`config.mk`:
```
export PLATFORM = sky130hd
export DESIGN_NAME = pdr_gate
export DESIGN_NICKNAME = d
export VERILOG_FILES = /design/src/rtl/pdr_pkg.sv /design/src/rtl/pdr_timer.sv /design/src/rtl/pdr_gate.sv
export VERILOG_INCLUDE_DIRS = /design/src /design/src/rtl
export SDC_FILE = /design/constraint.sdc
export NUM_CORES = 1
export LEC_CHECK = 0
export BUFFER_PORTS_ARGS = -buffer_cell sky130_fd_sc_hd__buf_2
export CORE_MARGIN = 2
export CORE_UTILIZATION = 50
export DETAILED_ROUTE_END_ITERATION = 8
export GPL_ROUTABILITY_DRIVEN = 1
export GPL_TIMING_DRIVEN = 0
export PLACE_DENSITY = 0.64
export REMOVE_ABC_BUFFERS = 1
export SETUP_SLACK_MARGIN = 0.15
export SLEW_MARGIN = 20
export SYNTH_ARGS = -nofsm -noshare
export SYNTH_HDL_FRONTEND = slang
export SYNTH_HIERARCHICAL = 1
export SYNTH_SLANG_ARGS = --single-unit
```
`constraint.sdc`:
```
create_clock -name i_clk_sys -period 4.5 [get_ports i_clk_sys]
set_input_delay 0.675 -clock i_clk_sys [delete_from_list [all_inputs] [get_ports i_clk_sys]]
set_output_delay 0.675 -clock i_clk_sys [all_outputs]
set_load 0.005 [all_outputs]
```
`src/rtl/pdr_consts.svh`:
```
// Constants for the power-down release and power-up gate block.
// Assumes a 10 MHz system clock that oversamples the serial link pins.
// Contract
// - In deep sleep, ignore every instruction except the release instruction.
// - Executing the release instruction leaves deep sleep.
// - Release instruction returns an 8-bit legacy id byte, distinct from two-byte id.
// - Id byte is delivered even if deep sleep was never entered, when idle.
// - Release during a running write cycle is not decoded and leaves it alone.
// - Select low, opcode then 3 dummy bytes, inputs sampled on rising clock.
// - After dummies, id bits change on falling serial clock edge.
// - Continued clocking with select low repeats the id byte.
// - Select rising after a full id read moves device to standby.
// - From deep sleep, full-read return is delayed by the long release time.
// - Early select rise after opcode still enters standby, short delay from sleep.
// - Write-type instructions ignored until power-up write lockout elapses.
// - Read instructions accepted after the select delay, lockout still running.
// - Power-up in standby, not deep sleep, with write enable latch cleared.
// - Delivered state: array bytes read FF, status reads 00.
// - Write-in-progress flag is 1 during self-timed cycles, 0 afterwards.
// - Write enable sets the latch; write-type commands need the latch set.
// - Deep sleep entry during a running write cycle is rejected.
`ifndef PDR_CONSTS_SVH
`define PDR_CONSTS_SVH
`define PDR_CLK_HZ          10000000
`define PDR_OP_RELEASE      8'hAB
`define PDR_OP_READ_TWO_BYTE_IDENTIFIER         8'h9F
`define PDR_OP_SLEEP        8'hB9
`define PDR_OP_WRITE_ENABLE_CMD         8'h06
`define PDR_OP_WRDI         8'h04
`define PDR_OP_PAGE         8'h02
`define PDR_OP_SECTOR       8'hD8
`define PDR_OP_FULL         8'hC7
`define PDR_OP_STWR         8'h01
`define PDR_OP_STRD         8'h05
`define PDR_OP_READ         8'h03
`define PDR_STATUS_RESET    8'h00
`define PDR_ARRAY_ERASED    8'hFF
`define PDR_DUMMY_BYTES     3
`define PDR_LOCKOUT_US      10000
`define PDR_SHORT_REL_US    3
`define PDR_LONG_REL_US     30
`define PDR_SLEEP_ENTRY_US  3
`define PDR_WIP_BIT         0
`define PDR_WEL_BIT         1
`endif

```
`src/rtl/pdr_pkg.sv`:
```
// Types shared by the power-down release block.
// Assumes the constants header is compiled alongside.
`default_nettype none
package pdr_pkg;
	typedef enum logic [1:0] {
		PDR_STANDBY = 2'b00,
		PDR_SLEEP   = 2'b01,
		PDR_WAKING  = 2'b11
	} pdr_power_e;
	typedef enum logic [2:0] {
		PDR_IDLE    = 3'b000,
		PDR_OPCODE  = 3'b001,
		PDR_DUMMY   = 3'b011,
		PDR_IDOUT   = 3'b010,
		PDR_DISCARD = 3'b110
	} pdr_shift_e;
endpackage : pdr_pkg
`default_nettype wire

```
`src/rtl/pdr_timer.sv`:
```
// Down counter for delays measured in system clock cycles.
// Assumes a load pulse and a count in the system clock domain.
`timescale 1ns/1ps
`default_nettype none
module pdr_timer #(
	parameter int WIDTH = 20
) (
	input  wire logic             i_clk_sys,
	input  wire logic             i_rst_n,
	input  wire logic             i_load,
	input  wire logic [WIDTH-1:0] i_count,
	output logic                  o_busy,
	output logic                  o_done
);
	logic [WIDTH-1:0] count_reg;
	always_ff @(posedge i_clk_sys or negedge i_rst_n)
	begin
		if (!i_rst_n)
		begin
			count_reg <= '0;
			o_done    <= 1'b0;
		end
		else if (i_load)
		begin
			count_reg <= i_count;
			o_done    <= 1'b0;
		end
		else
		begin
			count_reg <= (count_reg != '0) ? count_reg - 1'b1 : count_reg;
			o_done    <= (count_reg == {{(WIDTH-1){1'b0}}, 1'b1});
		end
	end
	assign o_busy = (count_reg != '0);
endmodule : pdr_timer
`default_nettype wire

```
`src/rtl/pdr_gate.sv`:
```
// Serial instruction front end: release from deep sleep, legacy id readout, power-up gating.
// Assumes link pins are asynchronous to the 10 MHz clock and that cycle timing lives elsewhere.
`timescale 1ns/1ps
`default_nettype none
`include "pdr_consts.svh"
module pdr_gate
	import pdr_pkg::*;
#(
	parameter logic [7:0] RELEASE_OPCODE = `PDR_OP_RELEASE,
	parameter logic [7:0] LEGACY_ID      = 8'h5A, // Arbitrary value.
	parameter int         SHORT_REL_US   = `PDR_SHORT_REL_US,
	parameter int         LONG_REL_US    = `PDR_LONG_REL_US,
	parameter int         LOCKOUT_CYC    = `PDR_LOCKOUT_US * (`PDR_CLK_HZ / 1000000)
) (
	input  wire logic i_clk_sys,
	input  wire logic i_rstn,
	input  wire logic i_sel_n,
	input  wire logic i_sclk,
	input  wire logic i_sdi,
	input  wire logic i_cycle_done,
	output logic      o_sdo,
	output logic      o_sdo_oe,
	output logic      o_write_in_progress_flag,
	output logic      o_write_enable_latch,
	output logic      o_deep_sleep,
	output logic      o_standby,
	output logic      o_lockout,
	output logic      o_cycle_start,
	output logic [7:0] o_cmd,
	output logic      o_cmd_valid
);
	localparam int SHORT_CYC = SHORT_REL_US * (`PDR_CLK_HZ / 1000000);
	localparam int LONG_CYC  = LONG_REL_US * (`PDR_CLK_HZ / 1000000);
	localparam int TW        = 20;

	logic [1:0] rst_sync_reg;
	logic       rst_n;
	always_ff @(posedge i_clk_sys or negedge i_rstn)
	begin
		if (!i_rstn)
			rst_sync_reg <= 2'b00;
		else
			rst_sync_reg <= {rst_sync_reg[0], 1'b1};
	end
	assign rst_n = rst_sync_reg[1];

	// Two-stage synchronisers, then a third stage for edge detection.
	logic [2:0] sel_reg, sclk_reg, sdi_reg;
	always_ff @(posedge i_clk_sys or negedge rst_n)
	begin
		if (!rst_n)
		begin
			sel_reg  <= 3'b111;
			sclk_reg <= 3'b000;
			sdi_reg  <= 3'b000;
		end
		else
		begin
			sel_reg  <= {sel_reg[1:0], i_sel_n};
			sclk_reg <= {sclk_reg[1:0], i_sclk};
			sdi_reg  <= {sdi_reg[1:0], i_sdi};
		end
	end
	wire sel_fall  = sel_reg[2] & ~sel_reg[1];
	wire sel_rise  = ~sel_reg[2] & sel_reg[1];
	wire selected  = ~sel_reg[1];
	wire sclk_rise = selected & ~sclk_reg[2] & sclk_reg[1];
	wire sclk_fall = selected & sclk_reg[2] & ~sclk_reg[1];
	wire bit_in    = sdi_reg[1];

	pdr_shift_e  shift_reg, shift_next;
	pdr_power_e  power_reg;
	logic [2:0]  bit_cnt_reg;
	logic [1:0]  dummy_cnt_reg;
	logic [7:0]  rx_reg, tx_reg;
	logic        id_done_reg;
	logic        wel_reg, wip_reg, pend_reg;
	logic [7:0]  pend_op_reg;

	wire [7:0] rx_full   = {rx_reg[6:0], bit_in};
	wire       byte_end  = sclk_rise & (bit_cnt_reg == 3'd7);
	wire       op_end    = (shift_reg == PDR_OPCODE) & byte_end;
	wire       is_rel    = (rx_full == RELEASE_OPCODE);
	wire       in_sleep  = (power_reg != PDR_STANDBY);
	wire       lock_busy;
	wire       is_wtype  = (rx_full == `PDR_OP_WRITE_ENABLE_CMD) | (rx_full == `PDR_OP_PAGE)
	                     | (rx_full == `PDR_OP_SECTOR) | (rx_full == `PDR_OP_FULL)
	                     | (rx_full == `PDR_OP_STWR);
	wire       is_cyc    = (rx_full == `PDR_OP_PAGE) | (rx_full == `PDR_OP_SECTOR)
	                     | (rx_full == `PDR_OP_FULL) | (rx_full == `PDR_OP_STWR);
	// Release is not decoded during a cycle, nor is anything else but release in sleep.
	wire       rel_ok    = op_end & is_rel & ~wip_reg;
	wire       op_drop   = op_end & ((in_sleep & ~is_rel) | (wip_reg & is_rel)
	                     | (is_wtype & lock_busy)
	                     | (is_cyc & ~wel_reg)
	                     | (wip_reg & (rx_full == `PDR_OP_SLEEP)));
	wire       op_pass   = op_end & ~rel_ok & ~op_drop;

	always_comb
	begin
		shift_next = shift_reg;
		case (shift_reg)
			PDR_IDLE:    shift_next = PDR_OPCODE;
			PDR_OPCODE:  if (op_end) shift_next = rel_ok ? PDR_DUMMY : PDR_DISCARD;
			PDR_DUMMY:   if (byte_end && dummy_cnt_reg == 2'd2) shift_next = PDR_IDOUT;
			PDR_IDOUT:   shift_next = PDR_IDOUT;
			PDR_DISCARD: shift_next = PDR_DISCARD;
			default:     shift_next = PDR_IDLE;
		endcase
	end

	always_ff @(posedge i_clk_sys or negedge rst_n)
	begin
		if (!rst_n)
		begin
			shift_reg     <= PDR_IDLE;
			bit_cnt_reg   <= 3'd0;
			dummy_cnt_reg <= 2'd0;
			rx_reg        <= 8'h00;
		end
		else if (!selected || sel_fall)
		begin
			shift_reg     <= PDR_IDLE;
			bit_cnt_reg   <= 3'd0;
			dummy_cnt_reg <= 2'd0;
			rx_reg        <= 8'h00;
		end
		else
		begin
			shift_reg <= shift_next;
			if (sclk_rise)
			begin
				rx_reg      <= rx_full;
				bit_cnt_reg <= bit_cnt_reg + 3'd1;
				if (byte_end && shift_reg == PDR_DUMMY)
					dummy_cnt_reg <= dummy_cnt_reg + 2'd1;
			end
		end
	end

	// Id bits shift on falling clock; a full byte marks the read as complete.
	logic [2:0] tx_cnt_reg;
	always_ff @(posedge i_clk_sys or negedge rst_n)
	begin
		if (!rst_n)
		begin
			tx_reg      <= 8'h00;
			tx_cnt_reg  <= 3'd0;
			id_done_reg <= 1'b0;
			o_sdo       <= 1'b0;
			o_sdo_oe    <= 1'b0;
		end
		else if (!selected)
		begin
			o_sdo_oe   <= 1'b0;
			tx_cnt_reg <= 3'd0;
			if (sel_fall || sel_rise)
				id_done_reg <= id_done_reg & ~sel_fall;
		end
		else if (sel_fall)
			id_done_reg <= 1'b0;
		else if (shift_reg == PDR_IDOUT && sclk_fall)
		begin
			o_sdo_oe   <= 1'b1;
			o_sdo      <= (tx_cnt_reg == 3'd0) ? LEGACY_ID[7] : tx_reg[7];
			tx_reg     <= (tx_cnt_reg == 3'd0) ? {LEGACY_ID[6:0], 1'b0} : {tx_reg[6:0], 1'b0};
			tx_cnt_reg <= tx_cnt_reg + 3'd1;
			if (tx_cnt_reg == 3'd7)
				id_done_reg <= 1'b1;
		end
	end

	// A release seen at select rise leaves sleep; delay depends on how far it got.
	logic       rel_seen_reg;
	wire        rel_end   = sel_rise & rel_seen_reg;
	wire        rel_full  = id_done_reg | (shift_reg == PDR_IDOUT & tx_cnt_reg == 3'd0
	                      & id_done_reg);
	wire        sleep_end = sel_rise & (pend_op_reg == `PDR_OP_SLEEP) & pend_reg;
	wire        tmr_load  = rel_end & (power_reg == PDR_SLEEP);
	wire [TW-1:0] tmr_cnt = rel_full ? TW'(LONG_CYC) : TW'(SHORT_CYC);
	wire        tmr_done;
	logic       lock_started_reg;

	pdr_timer #(.WIDTH(TW)) u_rel_timer (
		.i_clk_sys (i_clk_sys),
		.i_rst_n   (rst_n),
		.i_load    (tmr_load),
		.i_count   (tmr_cnt),
		.o_busy    (),
		.o_done    (tmr_done)
	);
	pdr_timer #(.WIDTH(TW)) u_lock_timer (
		.i_clk_sys (i_clk_sys),
		.i_rst_n   (rst_n),
		.i_load    (~rst_sync_reg[1] | (rst_n & ~lock_started_reg)),
		.i_count   (TW'(LOCKOUT_CYC)),
		.o_busy    (lock_busy),
		.o_done    ()
	);
	always_ff @(posedge i_clk_sys or negedge rst_n)
	begin
		if (!rst_n)
			lock_started_reg <= 1'b0;
		else
			lock_started_reg <= 1'b1;
	end

	always_ff @(posedge i_clk_sys or negedge rst_n)
	begin
		if (!rst_n)
		begin
			power_reg    <= PDR_STANDBY;
			rel_seen_reg <= 1'b0;
			pend_reg     <= 1'b0;
			pend_op_reg  <= 8'h00;
			wel_reg      <= 1'b0;
			wip_reg      <= 1'b0;
			o_cycle_start <= 1'b0;
			o_cmd        <= 8'h00;
			o_cmd_valid  <= 1'b0;
		end
		else
		begin
			o_cycle_start <= 1'b0;
			o_cmd_valid   <= op_pass;
			if (op_pass)
				o_cmd <= rx_full;
			if (sel_fall)
				rel_seen_reg <= 1'b0;
			else if (rel_ok)
				rel_seen_reg <= 1'b1;
			if (op_pass && rx_full == `PDR_OP_WRITE_ENABLE_CMD)
				wel_reg <= 1'b1;
			else if (op_pass && rx_full == `PDR_OP_WRDI)
				wel_reg <= 1'b0;
			if (op_pass)
			begin
				pend_reg    <= is_cyc | (rx_full == `PDR_OP_SLEEP);
				pend_op_reg <= rx_full;
			end
			else if (sel_fall)
				pend_reg <= 1'b0;
			if (sel_rise && pend_reg && pend_op_reg != `PDR_OP_SLEEP)
			begin
				wip_reg       <= 1'b1;
				o_cycle_start <= 1'b1;
				pend_reg      <= 1'b0;
			end
			else if (wip_reg && i_cycle_done)
			begin
				wip_reg <= 1'b0;
				// A write enable decoded on the cycle-end clock keeps the latch set.
				if (!(op_pass && rx_full == `PDR_OP_WRITE_ENABLE_CMD))
					wel_reg <= 1'b0;
			end
			if (sleep_end)
			begin
				power_reg <= PDR_SLEEP;
				pend_reg  <= 1'b0;
			end
			else if (tmr_load)
				power_reg <= PDR_WAKING;
			else if (power_reg == PDR_WAKING && tmr_done)
				power_reg <= PDR_STANDBY;
		end
	end

	always_ff @(posedge i_clk_sys or negedge rst_n)
	begin
		if (!rst_n)
		begin
			o_write_in_progress_flag <= 1'b0;
			o_write_enable_latch     <= 1'b0;
			o_deep_sleep             <= 1'b0;
			o_standby                <= 1'b1;
			o_lockout                <= 1'b1;
		end
		else
		begin
			o_write_in_progress_flag <= wip_reg;
			o_write_enable_latch     <= wel_reg;
			o_deep_sleep             <= (power_reg == PDR_SLEEP);
			o_standby                <= (power_reg == PDR_STANDBY) & ~wip_reg;
			o_lockout                <= lock_busy | ~lock_started_reg;
		end
	end

	a_sleep_ignores: assert property (@(posedge i_clk_sys) disable iff (!rst_n)
		op_end && in_sleep && !is_rel |=> !o_cmd_valid) else $error("command passed in sleep");
	a_release_wip: assert property (@(posedge i_clk_sys) disable iff (!rst_n)
		op_end && is_rel && wip_reg |=> shift_reg != PDR_DUMMY) else $error("release during cycle");
	a_wake_delay: assert property (@(posedge i_clk_sys) disable iff (!rst_n)
		tmr_load |=> power_reg == PDR_WAKING) else $error("sleep not left");
	a_lock_write: assert property (@(posedge i_clk_sys) disable iff (!rst_n)
		op_end && is_wtype && lock_busy |=> !o_cmd_valid) else $error("write in lockout");
	a_wel_needed: assert property (@(posedge i_clk_sys) disable iff (!rst_n)
		op_end && is_cyc && !wel_reg |=> !o_cmd_valid) else $error("write without latch");
	a_wip_flag: assert property (@(posedge i_clk_sys) disable iff (!rst_n)
		o_cycle_start |-> ##1 o_write_in_progress_flag) else $error("wip not shown");
	a_sleep_reject: assert property (@(posedge i_clk_sys) disable iff (!rst_n)
		op_end && wip_reg && rx_full == `PDR_OP_SLEEP |=> !o_cmd_valid) else $error("sleep in cycle");
	a_restart_sel: assert property (@(posedge i_clk_sys) disable iff (!rst_n)
		sel_fall |=> shift_reg == PDR_IDLE) else $error("decode not restarted");
endmodule : pdr_gate
`default_nettype wire

```
==> impl_metrics.json <==
{
  "synthesis.instances": 509,
  "drv_cap": 0,
  "worstSetupStartpointType": "flop",
  "drive_gt1_share_pct": 13.68,
  "dr.pass1.iters": 4,
  "routed_wire_length_per_instance_um": 14.31,
  "hp-class": "input pin to async pin",
  "h-tree-depth": 3,
  "post-route-worst-setup-slack_ns": 1.331,
  "clock_input_transition_at_the_sequential_cells_of_the_worst_setup_and_hold_paths_ns": 0.10,
  "worst_ir_drop_vdd_v": 0.0002192,
  "die_w_um": 104.9,
  "placement.io_buffers": 22,
  "yosysWarningCount": 6,
  "gp_congestion": 0.8241,
  "grt_usage_pct": 19.40,
  "area_delta_synth_final_pct": 11.34,
  "syn-cell-area_mm2": 0.005089,
  "grt_antenna_before_repair": 0,
  "placement.setup.worst_slack_ns": 0.8935,
  "die_height_um": 104.9,
  "final_period_util_pct": 70.43,
  "dr.first_iter.drc_count": 152,
  "setup_viol_count_final": 0,
  "worstPathRequired_ns": 4.76,
  "drc": 0,
  "cpMaxStageDelayCell": "nor3_2",
  "crit_arrival_ns": 3.43,
  "cts_setup_buffers": 0,
  "cts_tree": "done",
  "fmaxAchievable_mhz": 315.5,
  "worst_path_largest_cell_delay_ns": 0.56,
  "total_via_count_in_the_routed_design": 3771,
  "grt_max_degree": 52,
  "fin_worst_hold_slack_ns": 0.07169,
  "fin_crit_ns": 3.169,
  "clkLatencyLatePin_ns": 0.37,
  "num-nets-final": 575,
  "cts_resized": 0,
  "timing_hold_violations_final": 0,
  "worst_r2r_startpoint": "u_lock_timer/count_reg[2]",
  "worstSetupEndpointType": "flop",
  "timing.critical_path.max_delay_family": "simple AND/OR/NAND/NOR gates",
  "static-leakage-power_nw": 2.484,
  "holdBufCountCts": 0,
  "gr-total-overflow": 0,
  "regToRegSetupSlack_ns": 1.33,
  "cp-startpoint": "u_lock_timer/count_reg[2]",
  "start_util_pct": 51.82,
  "tritoncts_num_sinks": 100,
  "worst_slew_pin_tran_ns": 1.002,
  "cts.path.max_buffers": 2,
  "synth_area_per_cell_um2": 9.997,
  "floorplan.die_area_mm2": 0.01100,
  "wire_length_of_the_first_global_routing_pass_mm": 17.34,
  "num_io_pins": 23,
  "final.setup_skew_ns": 0.007679,
  "path_cells": "nor3_2 > nand3_1 > nor2_8 > inv_4 > nor2b_1 > nor3_1 > a211oi_4 > nand3_4 > mux2_2",
  "cts_made_buffers": 9,
  "std_cell_rows": 36,
  "max_slew_margin_pct": 33.20,
  "drtAntennaViolNets": 0,
  "pwr_density_cell_mw_per_mm2": 335.9,
  "maxSlewViolCount": 0,
  "cp_max_fo": 12,
  "number_of_global_route_vias_before_repair": 3659,
  "detail_route.wirelength_mm": 9.957,
  "crit_buf_inv": 1,
  "critical_path_class": "flop to flop",
  "fp.coreArea_mm2": 0.009819,
  "layout.core_utilization_pct": 57.70,
  "outcome": "finished, final reports clean",
  "n_antenna_cell": 0,
  "grt_setup_unrepaired": "false",
  "hpwl_mm": 6.694,
  "clock_tree.root_cell": "clkbuf_8",
  "drt-vias-per-instance": 5.418
}
==> per-stage QoR <==
step | cells | cell area, µm² | power, mW | setup TNS (ns)
global route | 696 | 5665 | 1.998 | 0
global placement | 679 | 5393 | 1.241 | -27.09
floorplan | 524 | 5116 | 1.197 | -0.04294
finish | 696 | 5665 | 1.903 | 0
detailed placement | 680 | 5424 | 1.253 | 0
CTS | 696 | 5655 | 1.923 | 0
==> power breakdown <==
group | internal (mW) | switching (mW) | total [mW]
clock | 0.333 | 0.327 | 0.660
sequential | 0.957 | 0.0743 | 1.03
combinational | 0.0918 | 0.120 | 0.211
==> worst paths after layout <==
| kind | cells after the start | end |
|---|---|---|
| hold reg to reg | 0 | sel_reg[1] |
| min in group i_clk_sys | 0 | sel_reg[1] |
| max in group asynchronous | 1 | sel_reg[2] |
| setup reg to reg | 9 | pend_op_reg[7] |
| setup / recovery | 9 | pend_op_reg[7] |
| hold / removal | 1 | rst_sync_reg[0] |
==> cell type report <==
type / instances / area [µm²]
inverter: 21 / 83.83
timing repair buffer: 23 / 137.6
tap: 133 / 166.4
fill: 871 / 4154
sequential: 100 / 2512
multi-input combinational: 403 / 2534
clock inverter: 6 / 93.84
clock buffer: 10 / 137.6
==> cell usage in the layout (no fill, tap or decap), drive strengths merged, types with 11 or more instances in the layout <==
master and n:
a21oi 21, ha 11, nand2 65, nand3 15
nor2 34, buf 23, conb 38, nand2b 11
nor2b 11, o21ai 26, xor2 18, dfrtp 95
nor3 16, inv 23, o31ai 23
==> metal layers <==
| metal | wire length (µm) | global-route usage [%] |
|---|---|---|
| met1 | 4779 | 26.25 |
| met2 | 4691 | 31.26 |
| met3 | 305 | 4.055 |
| met4 | 180 | 6.286 |
| met5 | 0 | 0 |
No activity file was read; power rests on OpenSTA's default activity.
